**src/design/ocs_map.svh**
```systemverilog
// Register offsets, field positions, reset values and timing counts of the chop sequencer.
`ifndef OCS_MAP_SVH
`define OCS_MAP_SVH
// ****************************************************************
// Register byte offsets
// ****************************************************************
`define OCS_CTRL_OFS      8'h00
`define OCS_DRATE_OFS     8'h04
`define OCS_CMD_OFS       8'h08
`define OCS_PERIOD_OFS    8'h0C
`define OCS_DELAY_OFS     8'h10
`define OCS_STATUS_OFS    8'h14
`define OCS_RESULT_OFS    8'h18
// ****************************************************************
// Field positions
// ****************************************************************
`define OCS_CONT_BIT      0
`define OCS_LOWLAT_BIT    4
`define OCS_CHOP_BIT      5
`define OCS_START_BIT     0
`define OCS_STOP_BIT      1
`define OCS_BUSY_BIT      0
`define OCS_POL_BIT       1
`define OCS_READY_BIT     2
// ****************************************************************
// Reset values and timing counts
// ****************************************************************
`define OCS_DRATE_RST     8'h10
`define OCS_PERIOD_RST    24'h00_0068
`define OCS_DELAY_RST     16'h000E
`define OCS_MOD_DIV       16
`define OCS_SINC3_SETTLE  3
`endif

```
**src/design/ocs_sequencer_unused_placeholder_never.sv**
```systemverilog
// Intentionally empty file holding no logic.

```
**src/design/ocs_pkg.sv**
```systemverilog
// Types shared by the offset chop conversion sequencer.
package ocs_pkg;
  typedef enum logic [2:0] {
    OCS_IDLE  = 3'b001,
    OCS_DELAY = 3'b010,
    OCS_CONV  = 3'b100
  } ocs_state_e;
  typedef logic signed [15:0] ocs_sample_t;
endpackage : ocs_pkg

```
**src/design/ocs_sequencer.sv**
```systemverilog
// Offset chop conversion sequencer with an Avalon-MM register slave.
//
// Operation
// Chop enable bit in data rate register.
// First conversion of pair uses normal polarity.
// Swap polarity, then convert with inputs reversed.
// Output mean of normal and reversed conversions.
// Low-latency chop: first result after two conversions.
// Sinc3 chop: first result after six conversions.
// Continuous chop: later results take half time.
// Continuous chop pipelines alternating polarity conversions.
// Low-latency chop first result is twice later.
// Modulator period is sixteen master clocks.
// Settling delay applies to both pair conversions; continuous chop applies it only to the first pair.
// Start on start pin rise or command.
// Chop off: normal polarity, direct output.
//
// The Avalon-MM slave port and the address map were decided locally.
`include "ocs_map.svh"
module ocs_sequencer #(
  parameter int PERIOD_W = 24
) (
  // Clock and reset
  input  wire logic               ref_clk_in,
  input  wire logic               rst_n_in,
  // Avalon-MM slave
  input  wire logic [7:0]         avs_address_in,
  input  wire logic               avs_read_in,
  input  wire logic               avs_write_in,
  input  wire logic [31:0]        avs_writedata_in,
  output logic [31:0]             avs_readdata_out,
  output logic                    avs_waitrequest_out,
  // Converter side
  input  wire logic               start_pin_in,
  input  wire ocs_pkg::ocs_sample_t raw_data_in,
  output logic                    polarity_swap_out,
  output logic                    conv_active_out,
  output logic                    result_valid_out,
  output ocs_pkg::ocs_sample_t    result_out
);
  import ocs_pkg::*;

  // ****************************************************************
  // Register slave
  // ****************************************************************
  logic                ack_q, ack_d;
  logic [31:0]         rdata_q, rdata_d;
  logic                cont_q, cont_d;
  logic [7:0]          drate_q, drate_d;
  logic [PERIOD_W-1:0] period_q, period_d;
  logic [15:0]         delay_q, delay_d;
  logic                ready_q, ready_d;
  logic                wr_go, rd_go, cmd_start, cmd_stop;
  logic [31:0]         rd_mux;

  // Every access takes one wait state, so read data always come from a flop.
  assign avs_waitrequest_out = (avs_read_in | avs_write_in) & ~ack_q;
  assign avs_readdata_out    = rdata_q;
  assign wr_go     = avs_write_in & ack_q;
  assign rd_go     = avs_read_in & ack_q;
  assign cmd_start = wr_go && avs_address_in == `OCS_CMD_OFS && avs_writedata_in[`OCS_START_BIT];
  assign cmd_stop  = wr_go && avs_address_in == `OCS_CMD_OFS && avs_writedata_in[`OCS_STOP_BIT];

  ocs_state_e          st_q, st_d;
  logic                pol_q, pol_d;
  logic                res_v_q, res_v_d;

  always_comb begin
    rd_mux = 32'h0000_0000;
    case (avs_address_in)
      `OCS_CTRL_OFS:   rd_mux[`OCS_CONT_BIT] = cont_q;
      `OCS_DRATE_OFS:  rd_mux[7:0] = drate_q;
      `OCS_PERIOD_OFS: rd_mux[PERIOD_W-1:0] = period_q;
      `OCS_DELAY_OFS:  rd_mux[15:0] = delay_q;
      `OCS_STATUS_OFS: rd_mux[2:0] = {ready_q, pol_q, st_q != OCS_IDLE};
      `OCS_RESULT_OFS: rd_mux = {{16{result_out[15]}}, result_out};
      default:         rd_mux = 32'h0000_0000;
    endcase
  end

  always_comb begin
    ack_d    = (avs_read_in | avs_write_in) & ~ack_q;
    rdata_d  = (avs_read_in & ~ack_q) ? rd_mux : rdata_q;
    cont_d   = cont_q;
    drate_d  = drate_q;
    period_d = period_q;
    delay_d  = delay_q;
    if (wr_go) begin
      case (avs_address_in)
        `OCS_CTRL_OFS:   cont_d = avs_writedata_in[`OCS_CONT_BIT];
        `OCS_DRATE_OFS:  drate_d = avs_writedata_in[7:0];
        `OCS_PERIOD_OFS: period_d = avs_writedata_in[PERIOD_W-1:0];
        `OCS_DELAY_OFS:  delay_d = avs_writedata_in[15:0];
        default:         ;
      endcase
    end
    // A new result sets ready even in the cycle a result read clears it.
    ready_d = (ready_q & ~(rd_go && avs_address_in == `OCS_RESULT_OFS)) | res_v_d;
  end

  always_ff @(posedge ref_clk_in) begin
    if (!rst_n_in) begin
      ack_q    <= 1'b0;
      rdata_q  <= 32'h0000_0000;
      cont_q   <= 1'b0;
      drate_q  <= `OCS_DRATE_RST;
      period_q <= PERIOD_W'(`OCS_PERIOD_RST);
      delay_q  <= `OCS_DELAY_RST;
      ready_q  <= 1'b0;
    end else begin
      ack_q    <= ack_d;
      rdata_q  <= rdata_d;
      cont_q   <= cont_d;
      drate_q  <= drate_d;
      period_q <= period_d;
      delay_q  <= delay_d;
      ready_q  <= ready_d;
    end
  end

  // ****************************************************************
  // Start pin synchroniser and modulator clock divider
  // ****************************************************************
  logic [2:0] pin_q, pin_d;
  logic       pin_lvl_q, pin_lvl_d;
  logic [3:0] pre_q, pre_d;
  logic       tick, pin_rise, go;

  always_comb begin
    pin_d     = {pin_q[1:0], start_pin_in};
    pin_lvl_d = (pin_q[1] == pin_q[2]) ? pin_q[2] : pin_lvl_q;
    pre_d     = pre_q + 4'h1;
  end
  assign pin_rise = (pin_q[1] == pin_q[2]) && pin_q[2] && !pin_lvl_q;
  assign tick     = (pre_q == 4'(`OCS_MOD_DIV - 1));
  assign go       = pin_rise | cmd_start;

  always_ff @(posedge ref_clk_in) begin
    if (!rst_n_in) begin
      pin_q     <= 3'b000;
      pin_lvl_q <= 1'b0;
      pre_q     <= 4'h0;
    end else begin
      pin_q     <= pin_d;
      pin_lvl_q <= pin_lvl_d;
      pre_q     <= pre_d;
    end
  end

  // ****************************************************************
  // Conversion sequencer
  // ****************************************************************
  logic        chop_q, chop_d;
  logic        sinc_q, sinc_d;
  logic        run_q, run_d;
  logic        half_q, half_d;
  logic        first_q, first_d;
  logic [31:0] cnt_q, cnt_d;
  ocs_sample_t s_norm_q, s_norm_d, s_rev_q, s_rev_d, res_q, res_d;
  logic [31:0] target;
  logic        conv_end;

  function automatic ocs_sample_t mean2(input ocs_sample_t a, input ocs_sample_t b);
    logic signed [16:0] sum;
    sum   = 17'(a) + 17'(b);
    mean2 = sum[16:1];
  endfunction

  // Sinc3 needs three conversions to settle after each start or swap.
  assign target = (sinc_q && (chop_q || first_q))
                  ? 32'(`OCS_SINC3_SETTLE) * 32'(period_q) : 32'(period_q);
  assign conv_end = (st_q == OCS_CONV) && tick && (cnt_q == target - 32'd1);

  always_comb begin
    st_d     = st_q;
    chop_d   = chop_q;
    sinc_d   = sinc_q;
    run_d    = run_q;
    half_d   = half_q;
    first_d  = first_q;
    cnt_d    = cnt_q;
    pol_d    = pol_q;
    s_norm_d = s_norm_q;
    s_rev_d  = s_rev_q;
    res_d    = res_q;
    res_v_d  = 1'b0;
    if (tick && st_q != OCS_IDLE) begin
      cnt_d = cnt_q + 32'd1;
    end
    case (st_q)
      OCS_IDLE: begin
        if (go) begin
          chop_d  = drate_q[`OCS_CHOP_BIT];
          sinc_d  = ~drate_q[`OCS_LOWLAT_BIT];
          run_d   = cont_q;
          half_d  = 1'b0;
          first_d = 1'b1;
          pol_d   = 1'b0;
          cnt_d   = 32'd0;
          st_d    = OCS_DELAY;
        end
      end
      OCS_DELAY: begin
        if (tick && cnt_q >= 32'(delay_q) - 32'd1) begin
          cnt_d = 32'd0;
          st_d  = OCS_CONV;
        end
      end
      OCS_CONV: begin
        if (conv_end) begin
          cnt_d   = 32'd0;
          first_d = 1'b0;
          if (pol_q) begin
            s_rev_d = raw_data_in;
          end else begin
            s_norm_d = raw_data_in;
          end
          if (!chop_q) begin
            res_d   = raw_data_in;
            res_v_d = 1'b1;
          end else if (pol_q || half_q) begin
            res_d   = pol_q ? mean2(s_norm_q, raw_data_in)
                            : mean2(raw_data_in, s_rev_q);
            res_v_d = 1'b1;
          end
          if (chop_q) begin
            pol_d = ~pol_q;
          end
          if (chop_q && !pol_q && !half_q) begin
            st_d = OCS_DELAY;
          end else if (run_q) begin
            half_d = chop_q;
            st_d   = OCS_CONV;
          end else begin
            pol_d = 1'b0;
            st_d  = OCS_IDLE;
          end
        end
      end
      default: st_d = OCS_IDLE;
    endcase
    if (cmd_stop) begin
      pol_d = 1'b0;
      st_d  = OCS_IDLE;
    end
  end

  always_ff @(posedge ref_clk_in) begin
    if (!rst_n_in) begin
      st_q     <= OCS_IDLE;
      chop_q   <= 1'b0;
      sinc_q   <= 1'b0;
      run_q    <= 1'b0;
      half_q   <= 1'b0;
      first_q  <= 1'b0;
      cnt_q    <= 32'd0;
      pol_q    <= 1'b0;
      s_norm_q <= 16'sh0000;
      s_rev_q  <= 16'sh0000;
      res_q    <= 16'sh0000;
      res_v_q  <= 1'b0;
    end else begin
      st_q     <= st_d;
      chop_q   <= chop_d;
      sinc_q   <= sinc_d;
      run_q    <= run_d;
      half_q   <= half_d;
      first_q  <= first_d;
      cnt_q    <= cnt_d;
      pol_q    <= pol_d;
      s_norm_q <= s_norm_d;
      s_rev_q  <= s_rev_d;
      res_q    <= res_d;
      res_v_q  <= res_v_d;
    end
  end

  assign polarity_swap_out = pol_q;
  assign conv_active_out   = (st_q != OCS_IDLE);
  assign result_valid_out  = res_v_q;
  assign result_out        = res_q;
endmodule : ocs_sequencer

```
**config.mk**
```make
export PLATFORM = sky130hd
export DESIGN_NAME = ocs_sequencer
export DESIGN_NICKNAME = d
export VERILOG_FILES = /design/src/design/ocs_sequencer_unused_placeholder_never.sv /design/src/design/ocs_pkg.sv /design/src/design/ocs_sequencer.sv
export VERILOG_INCLUDE_DIRS = /design/src /design/src/design
export SDC_FILE = /design/constraint.sdc
export NUM_CORES = 1
export LEC_CHECK = 0
export BUFFER_PORTS_ARGS = -buffer_cell sky130_fd_sc_hd__buf_2
export CELL_PAD_IN_SITES_DETAIL_PLACEMENT = 0
export CELL_PAD_IN_SITES_GLOBAL_PLACEMENT = 1
export CORE_ASPECT_RATIO = 1.25
export CORE_MARGIN = 4
export CORE_UTILIZATION = 25
export DETAILED_ROUTE_END_ITERATION = 8
export GPL_TIMING_DRIVEN = 0
export PLACE_DENSITY = 0.61
export SLEW_MARGIN = 20
export SYNTH_ARGS = -nofsm -noshare
export SYNTH_HDL_FRONTEND = slang
export SYNTH_SLANG_ARGS = --single-unit
```
**constraint.sdc**
```tcl
create_clock -name ref_clk_in -period 5.19 [get_ports ref_clk_in]
set_input_delay 0.2595 -clock ref_clk_in [delete_from_list [all_inputs] [get_ports ref_clk_in]]
set_output_delay 0.2595 -clock ref_clk_in [all_outputs]
set_load 0.02 [all_outputs]
```
# Yosys cells after proc, flatten, opt, wreduce, memory -nomap -nowiden
# Cells that the tools add are included.
# word_totals
reg_bits	181
in_bits	61
word_cells	132
output_inout_bits	52
# classes
n_mux	38
magnitude_cmp	1
n_addsub	6
eq_ne	19
n_mul	1
bitwise_logic	13
n_reduce_logical	32
# op_table
cell	n
32-bit 2-to-1 mux	4
32-bit case mux with 3 select lines	1
16-bit 2-to-1 mux	3
16-bit by 16-bit adder with 17-bit output	2
32-bit by 1-bit adder with 32-bit output (second input constant)	1
32-bit equality test	1
32-bit greater-or-equal comparator	1
26-bit by 1-bit subtractor with 27-bit output (second input constant)	1
2-bit by 24-bit multiplier with 26-bit output (first input constant)	1
26-bit 2-to-1 mux	1
8-bit by 5-bit equality test with 1-bit output (second input constant)	3
8-bit case mux with 3 select lines	1
5-bit case mux with 4 select lines	1
16-bit by 1-bit subtractor with 17-bit output (second input constant)	1
8-bit by 4-bit equality test with 1-bit output (second input constant)	2
8-bit case mux with 2 select lines	1
3-bit 2-to-1 mux	5
3-bit AND reduction	5
1-bit 2-to-1 mux	14
1-bit logical AND	13
2-bit != test (second input constant)	5
2-bit case mux with 5 select lines	1
2-bit AND reduction	5
3-bit case mux with 3 select lines	1
other kinds (21)	36

# Depth between registers and ports, before layout
# Gate-level depths: netlist (run 1).
# logic_depth
word_depth	9
depth_mapped	21
mapped_depth_nobuf	19

# Worst setup path before layout (run 1)
# Ideal clock, no wire load.
# synth_path
path_type	register -> register
startpoint	register period_q[0]
endpoint	register cnt_q[0]
path_stages_with_launch	18
setup_slack_ns	0.089
arrival_ns	4.964
synth_period_minus_slack_ns	5.101
required_ns	5.052
setup_ns	0.138
path_buffers	1
path_cell_list	dfxtp_1 ha_1 inv_1 fa_1 nand2b_1 a21oi_1 o211ai_1 and4_1 a211oi_2 nand3_1 or3_1 xnor2_1 or4b_1 or4b_1 or4_4 o21ai_2 buf_4 a211oi_1
# synth_via
elab_chain_cells	7
# synth_lines
item	line_no	rtl
start: declaration	ocs_sequencer.sv:50	logic [PERIOD_W-1:0] period_q, period_d;
start signal: assignment	ocs_sequencer.sv:107	period_q <= PERIOD_W'(`OCS_PERIOD_RST);
start signal: assignment	ocs_sequencer.sv:115	period_q <= period_d;
2-bit by 24-bit multiplier with 26-bit output	ocs_sequencer.sv:171	? 32'(`OCS_SINC3_SETTLE) * 32'(period_q) : 32'(period_q);
26-bit 2-to-1 mux (*)	ocs_sequencer.sv:170	assign target = (sinc_q && (chop_q || first_q))
26-bit by 1-bit subtractor with 27-bit output (*)	ocs_sequencer.sv:172	assign conv_end = (st_q == OCS_CONV) && tick && (cnt_q == target - 32'd1);
32-bit equality test (*)	ocs_sequencer.sv:172	
1-bit logical AND (*)	ocs_sequencer.sv:172	
32-bit 2-to-1 mux (*)	ocs_sequencer.sv:210	if (conv_end) begin
32-bit case mux with 3 select lines (*)	ocs_sequencer.sv:190	case (st_q)
end signal: assignment	ocs_sequencer.sv:269	cnt_q <= cnt_d;
end: declaration	ocs_sequencer.sv:158	logic [31:0] cnt_q, cnt_d;
# Every way passes the cells marked *; elsewhere a longest branch is shown, timed or not.
# A chain may end at the register's enable or synchronous reset.

# Final worst setup path (run 1)
# layout_path
startpoint	register period_q[1]
endpoint	register cnt_q[10]
# The elaborated chain is that of the path after synthesis.

==> metrics.txt, run 1 <==
worst skew pair latency=0.45 ns; P_leak=6.21 nW; WS Path Type=reg -> reg; FF-to-FF path depth=18; total number of vias=12100; CTS H-tree depth=4; Die Wd=207 um; Layout Utilization=31.0%; initial antenna violation count=3; cell area after layout=15300 um^2; clk buf depth=2; R2R Setup Slk=0.08 ns; Crit Path Max Fanout=10; drc violations=0; DR pass1 iterations=5; Synth Cell Area=12400 um^2; CP arrival=5.41 ns; fillers=5278; Critical Path Start Type=flip-flop; Core ar.=49300 um^2; Max Clock Freq=0.196 GHz; root buffer cell=clkbuf_16; area used by multi-input combinational logic=9000 um^2; Placed Area=13800 um^2; final hold violations=0; Die Area=roughly 53000 um^2; hold depth=2; Synth Flop Type=dfxtp_1; Reg-to-Reg Start=period_q[1]$_SDFFE_PN0P_; post-synthesis sequential area ratio=between 20 and 30%; post-synthesis cell type count=90; Starting Density=25.2%; maxcap violations=0; maximum vdd drop=222 uV; first-pass GRT wire length=between 70000 and 80000 um; top cell type's share of synthesized area=about 28%; Iter 0 DRT Violations=between 600 and 700; routability cong.=between 0.8 and 0.9; total CTS buffers=17; Hold Crit Start=start_pin_in; Period minus WS final=5.11 ns; Pwr per Cell Area=~200 nW/um^2; dpl cells=2309; register area=roughly 3500 um^2; CP required=between 5 and 6 ns; FF+latch count, synth=174; final setup vio count=0; status=complete, no violations; Layout Skew=between 0.01 and 0.015 ns; final antenna-violating net count=0; post-synth net total=1697; io pins=113; asr flop ratio synth=0%; Layout area overhead=23.1%; Die Ht=257 um; worst hold path endpoint=pin_q[0]$_SDFF_PN0_; Routed wire per std cell=roughly 20 um; leading area contributor after synthesis=dfxtp_1; vias per inst=5.09; standard-cell rows=91; clock slew seen by the registers of the worst setup and hold paths=roughly 0.07 ns; relative slew slack=27.2%; vias in the first global route=12200; number of flops mapped to enable cells by yosys=0; Yosys warnings=0; CTS tree=yes; Layout Nets=1855; unrepaired setup endpoints after global routing=true; synth top area cells=dfxtp_1 (28%), ha_1 (7.7%), nand2_1 (7.2%); Post-Synthesis Cells=1557; fin crit share=98.4%; layout cell share with drive strength beyond 1=19.6%; hpwl dp=37300 um; Final Max Tran Viols=0; PortBufs=101; final WL=46600 um; ANT cells=0; Worst Hold Class=in -> reg; pin count of the biggest net entering global routing=17; reg2reg end=cnt_q[10]$_SDFF_PN0_; GRT Total Usage=16.7%; non-filler instance count after layout=roughly 2400; GRT overflow=0; crit end category=flip-flop; synthesized area per cell=7.99 um^2; actual slew at the worst max-slew pin=about 1.1 ns; # clock sinks=174
==> state kept, by name (all words and copies together) (netlist names) <==
| signal | cells |
|---|---|
| delay_q | 16 |
| run_q | 1 |
| ready_q | 1 |
| ack_q | 1 |
| cont_q | 1 |
| result_out | 16 |
| drate_q | 8 |
| period_q | 24 |
| pin_lvl_q | 1 |
| pre_q | 4 |
| cnt_q | 32 |
| pin_q | 3 |
| polarity_swap_out | 1 |
| half_q | 1 |
| result_valid_out | 1 |
| s_rev_q | 16 |
| sinc_q | 1 |
| st_q | 3 |
| avs_readdata_out | 25 |
| first_q | 1 |
| chop_q | 1 |
| s_norm_q | 16 |
==> power by group <==
group	switching, mW	total [mW]	leakage, nW	internal (mW)
clock	0.585	1.29	0.279	0.707
sequential	0.0158	1.36	1.41	1.35
combinational	0.270	0.432	4.52	0.162
total	0.871	3.09	6.21	2.22
==> cell usage after synthesis (13+ instances only) <==
master,number
mux2i_1,74
xnor2_1,60
nand2_1,239
xor2_1,30
buf_4,14
and3_1,22
dfxtp_1,174
a21oi_1,120
ha_1,77
a22oi_1,14
nor2_1,109
clkbuf_1,67
mux2_2,23
nor3_1,28
a21o_1,25
or3_1,16
o211ai_1,17
nand3_1,46
a211oi_1,41
o21ai_0,57
nor3b_1,13
nor2b_1,19
nand4_1,20
nand2b_1,13
o21a_1,13
inv_1,29
==> layer usage <==
metal / GRT usage (%) / part of all wire (%)
met5: 0 / 0.067
met4: 8.62 / 5.0
met3: 2.91 / 3.8
met2: 31.6 / 53
met1: 17.6 / 38
==> placed cells by master (no fill, tap or decap), types with 14 or more instances in the layout <==
cell	instances
nand2_1	239
dfxtp_1	163
a21oi_1	111
nor2_1	108
buf_2	106
mux2i_1	74
ha_1	71
clkbuf_1	61
xnor2_1	57
o21ai_0	46
buf_4	44
nand3_1	41
a211oi_1	29
inv_1	28
xor2_1	28
a21o_1	25
mux2_2	23
nor3_1	23
and3_1	20
nand4_1	20
nor2b_1	18
clkbuf_16	18
o211ai_1	17
a22oi_1	14
==> cell type report <==
class,instances,area share (%)
repair buffers,138,5.44
clock buffers,17,2.78
multi-input cells,1261,58.8
well taps,651,5.32
clock inverters,14,0.940
plain buffers,92,3.01
inverters,31,0.760
flip-flops and latches,174,23.0
==> cell families after synthesis <==
logic type,share of synthesized area (%)
DFF,28.0
buffers and inverters,4.24
adders and majority gates,8.07
AOI/OAI and AO/OA,21.3
muxes,8.04
and+or+nand+nor,23.6
xor gates and xnor gates,6.71
==> worst max path at each step <==
stage | from | end | slack, ns | cells after the start
4_1_cts | period_q[4]$_SDFFE_PN0P_ | cnt_q[6]$_SDFF_PN0_ | 0.0009 | 16
6_report | period_q[1]$_SDFFE_PN0P_ | cnt_q[10]$_SDFF_PN0_ | 0.08 | 18
3_3_place_gp | period_q[1]$_SDFFE_PN0P_ | s_norm_q[13]$_SDFFE_PN0P_ | -1.23 | 17
5_1_grt | period_q[10]$_SDFFE_PN0P_ | cnt_q[17]$_SDFF_PN0_ | -0.08 | 16
3_5_place_dp | period_q[0]$_SDFFE_PN0P_ | s_norm_q[14]$_SDFFE_PN0P_ | -1.14 | 17
2_1_floorplan | period_q[0]$_SDFFE_PN0P_ | cnt_q[0]$_SDFF_PN0_ | 0.09 | 17
==> per-stage QoR <==
step	power (mW)	TNS, ns	hold slack (ns)	worst slack [ns]
after floorplan	1.59	0	0.383	0.0888
after global placement	1.74	-91.82	0.414	-1.23
after detailed placement	1.74	-88.98	0.422	-1.14
after CTS	3.07	0	0.00188	0.000865
after global routing	3.21	-2.05	0.0117	-0.0847
final	3.09	0	0.0272	0.0845
==> repair_timing <==
item,CTS,global route
endpoints found under the setup margin,88,79
setup buffers,17,18
cloned,1,2
pin swaps,14,39
gates resized for setup,63,102
hold buffers,0,0
==> critical path, cell delays in order, from the launching register on <==
cell and delay, ns:
dfxtp_4 0.41, ha_4 0.16, inv_2 0.04, fa_2 0.40
nand2b_4 0.18, a21oi_2 0.17, xor2_2 0.13, a211o_1 0.37
nor3_4 0.24, and4_4 0.30, o211ai_1 0.13, xnor2_2 0.20
or4b_4 0.54, or4b_4 0.55, or4_4 0.58, o21ai_4 0.18
buf_12 0.16, buf_8 0.14, a211oi_1 0.07
Power figures use the tool's default switching activity.
==> run 2, diff against run 1 <==
--- a/config.mk
+++ b/config.mk
@@ -6,7 +6,7 @@
 export SDC_FILE = /design/constraint.sdc
 export NUM_CORES = 1
 export LEC_CHECK = 0
-export BUFFER_PORTS_ARGS = -buffer_cell sky130_fd_sc_hd__buf_2
+export BUFFER_PORTS_ARGS = -buffer_cell sky130_fd_sc_hd__clkbuf_2
 export CELL_PAD_IN_SITES_DETAIL_PLACEMENT = 0
 export CELL_PAD_IN_SITES_GLOBAL_PLACEMENT = 1
 export CORE_ASPECT_RATIO = 1.25
@@ -14,7 +14,7 @@
 export CORE_UTILIZATION = 25
 export DETAILED_ROUTE_END_ITERATION = 8
 export GPL_TIMING_DRIVEN = 0
-export PLACE_DENSITY = 0.61
+export PLACE_DENSITY = 0.59
 export SLEW_MARGIN = 20
 export SYNTH_ARGS = -nofsm -noshare
 export SYNTH_HDL_FRONTEND = slang
==> constraint.sdc (replaced) <==
create_clock -name ref_clk_in -period 5.9 [get_ports ref_clk_in]
set_input_delay 0.295 -clock ref_clk_in [delete_from_list [all_inputs] [get_ports ref_clk_in]]
set_output_delay 0.295 -clock ref_clk_in [all_outputs]
set_load 0.02 [all_outputs]
==> run 2 against run 1 <==
Compared with the run above:
- sequential power is 12% lower
- clock skew fell by 0.0028 ns
- die area stayed put
- cell count down 1.5%
- clock-buffer cell count unchanged
- register-to-register slack better by 0.14 ns
- worst hold slack gained 0.036 ns
- via count shrank 1.9%
- global-route usage is 0.14 points lower
- flip-flop and latch count unchanged
==> metrics.txt, run 2 (synthesized netlist as in run 1, its figures left out) <==
Max Clock Freq=0.176 GHz (-10%); Crit Path Max Fanout=10 (unchanged); Core ar.=49300 um^2 (unchanged); DR pass1 iterations=7 (+2); maxcap violations=0 (unchanged); worst-path cell chain=ha_1 -> inv_1 -> fa_1 -> nand2b_1 -> a21oi_4 -> o211ai_1 -> and4_1 -> a211oi_4 -> nor4bb_1 -> o2111ai_1 -> nor3b_2 -> or4b_1 -> a21o_1 -> a211oi_4 -> nand3_4 -> buf_4 -> mux2i_1; relative slew slack=27.8% (+0.59 points); WS Path Type=reg -> reg; Placed Area=13800 um^2 (unchanged); cell area after layout=14500 um^2 (-5.5%); status=complete, no violations; total CTS buffers=17 (unchanged); total number of vias=11900 (-1.9%); final antenna-violating net count=0 (unchanged); fillers=5392 (+2.2%); worst skew pair latency=0.45 ns (about the same); CP most frequent cell=a211oi_4; Critical Path Start Type=flip-flop; CTS tree=yes; CP arrival=6.00 ns (+0.59 ns); actual slew at the worst max-slew pin=1.07 ns (-0.0157 ns); Pwr per Cell Area=183 nW/um^2 (-9.1%); Layout area overhead=16.3%; ANT cells=0 (unchanged); Starting Density=25.2% (unchanged); max FFs per register=32 (unchanged); CP delay by family, top=simple AND/OR/NAND/NOR gates; commonest non-fill, non-tap cell in the layout=nand2_1; Iter 0 DRT Violations=821 (+26%); non-filler instance count after layout=2343 (-1.5%); pre-CTS setup slack=-0.466 ns (+0.673 ns); clk buf depth=2 (unchanged); hpwl dp=37700 um (+1.2%); layout cell share with drive strength beyond 1=12.9% (-6.6 points); GRT overflow=0 (unchanged); vias in the first global route=11900 (-2.3%); fin crit share=96.2% (-2.2 points); standard-cell rows=91 (unchanged); Layout Skew=0.00981 ns (-0.00278 ns); most frequent cells in the layout=nand2_1 (239), dfxtp_1 (171), a21oi_1 (119); PortBufs=101 (unchanged); final setup margin=0.225 ns (+0.141 ns); final hold violations=0 (unchanged); Die Wd=207 um (unchanged); root buffer cell=clkbuf_16; maximum vdd drop=169 uV (-24%); Period minus WS final=5.67 ns (+0.569 ns); io pins=113 (unchanged); CTS H-tree depth=4 (unchanged); initial antenna violation count=0 (-3); # clock sinks=174 (unchanged); Die Ht=257 um (unchanged); clock slew seen by the registers of the worst setup and hold paths=0.07 ns (about the same); Hold Buf Count CTS=0 (unchanged); GRT Total Usage=16.5% (-0.14 points); WP buf/inv=2 (-1); pin count of the biggest net entering global routing=17 (unchanged); final setup vio count=0 (unchanged); crit end category=flip-flop; routability cong.=0.854 (+1.1%); drc violations=0 (unchanged); Layout Nets=1819 (-1.9%); Worst Hold Class=in -> reg; first-pass GRT wire length=69400 um (-0.91%); Routed wire per std cell=19.4 um (-0.82%); slowest stage delay, CP=0.58 ns (about the same); CP required=6.23 ns (+0.73 ns); CP max stage cell=a211oi_4; Worst Hold Slack=0.0631 ns (+0.0359 ns); setup TNS=0 ns (unchanged); R2R Setup Slk=0.23 ns (+0.14 ns); Final Max Tran Viols=0 (unchanged); P_leak=5.85 nW (-5.9%); final WL=45500 um (-2.3%); vias per inst=5.07 (-0.45%); Die Area=53400 um^2 (unchanged); dpl cells=2309 (unchanged); register bank with the most flops=cnt_q
[run 2: path summary, 6_finish.rpt]
path	to	start	cells after the start
setup / recovery	s_rev_q[12]$_SDFFE_PN0P_	period_q[0]$_SDFFE_PN0P_	17
hold / removal	pin_q[0]$_SDFF_PN0_	start_pin_in	2
setup reg to reg	s_rev_q[12]$_SDFFE_PN0P_	period_q[0]$_SDFFE_PN0P_	17
hold reg to reg	pin_q[1]$_SDFF_PN0_	pin_q[0]$_SDFF_PN0_	1
[run 2: report_power, final]
group | leakage, nW | internal, mW | switching [mW]
clock network | 0.285 | 0.630 | 0.516
logic | 4.16 | 0.0915 | 0.212
registers | 1.41 | 1.19 | 0.0134
total | 5.85 | 1.91 | 0.742
[run 2: metrics by stage]
| stage | power (mW) | utilization [%] |
|---|---|---|
| floorplan | 1.40 | - |
| global placement | 1.53 | 27.9 |
| detailed placement | 1.53 | 27.9 |
| CTS | 2.68 | 29.2 |
| global route | 2.75 | 29.3 |
| finish | 2.65 | 29.3 |
[run 2: repair_timing]
| item | CTS | global route |
|---|---|---|
| endpoints found under the setup margin | 84 | 64 |
| pin swaps | 1 | 1 |
| buffers inserted | 1 | 1 |
| resized for setup | 10 | 12 |
| hold endpoints to repair | 0 | 0 |
[run 2: final cells by class]
cell class / count / area [um^2] / area share [%]
plain buffers: 92 / 414 / 2.86
clock buffers: 17 / 425 / 2.94
clock inverters: 15 / 160 / 1.11
inverters: 31 / 116 / 0.805
multi-input cells: 1260 / 8520 / 58.9
flip-flops and latches: 174 / 3490 / 24.1
well taps: 651 / 815 / 5.63
repair buffers: 103 / 520 / 3.60
[run 2: layer usage]
| metal | vias to the layer above | track usage [%] | routed length [um] |
|---|---|---|---|
| met1 | 5647 | 18.2 | 18200 |
| met5 | - | 0 | 0 |
| met2 | 243 | 31.2 | 23800 |
| met3 | 77 | 2.69 | 1540 |
| met4 | 0 | 7.24 | 1950 |
| li1 | 5916 | - | - |
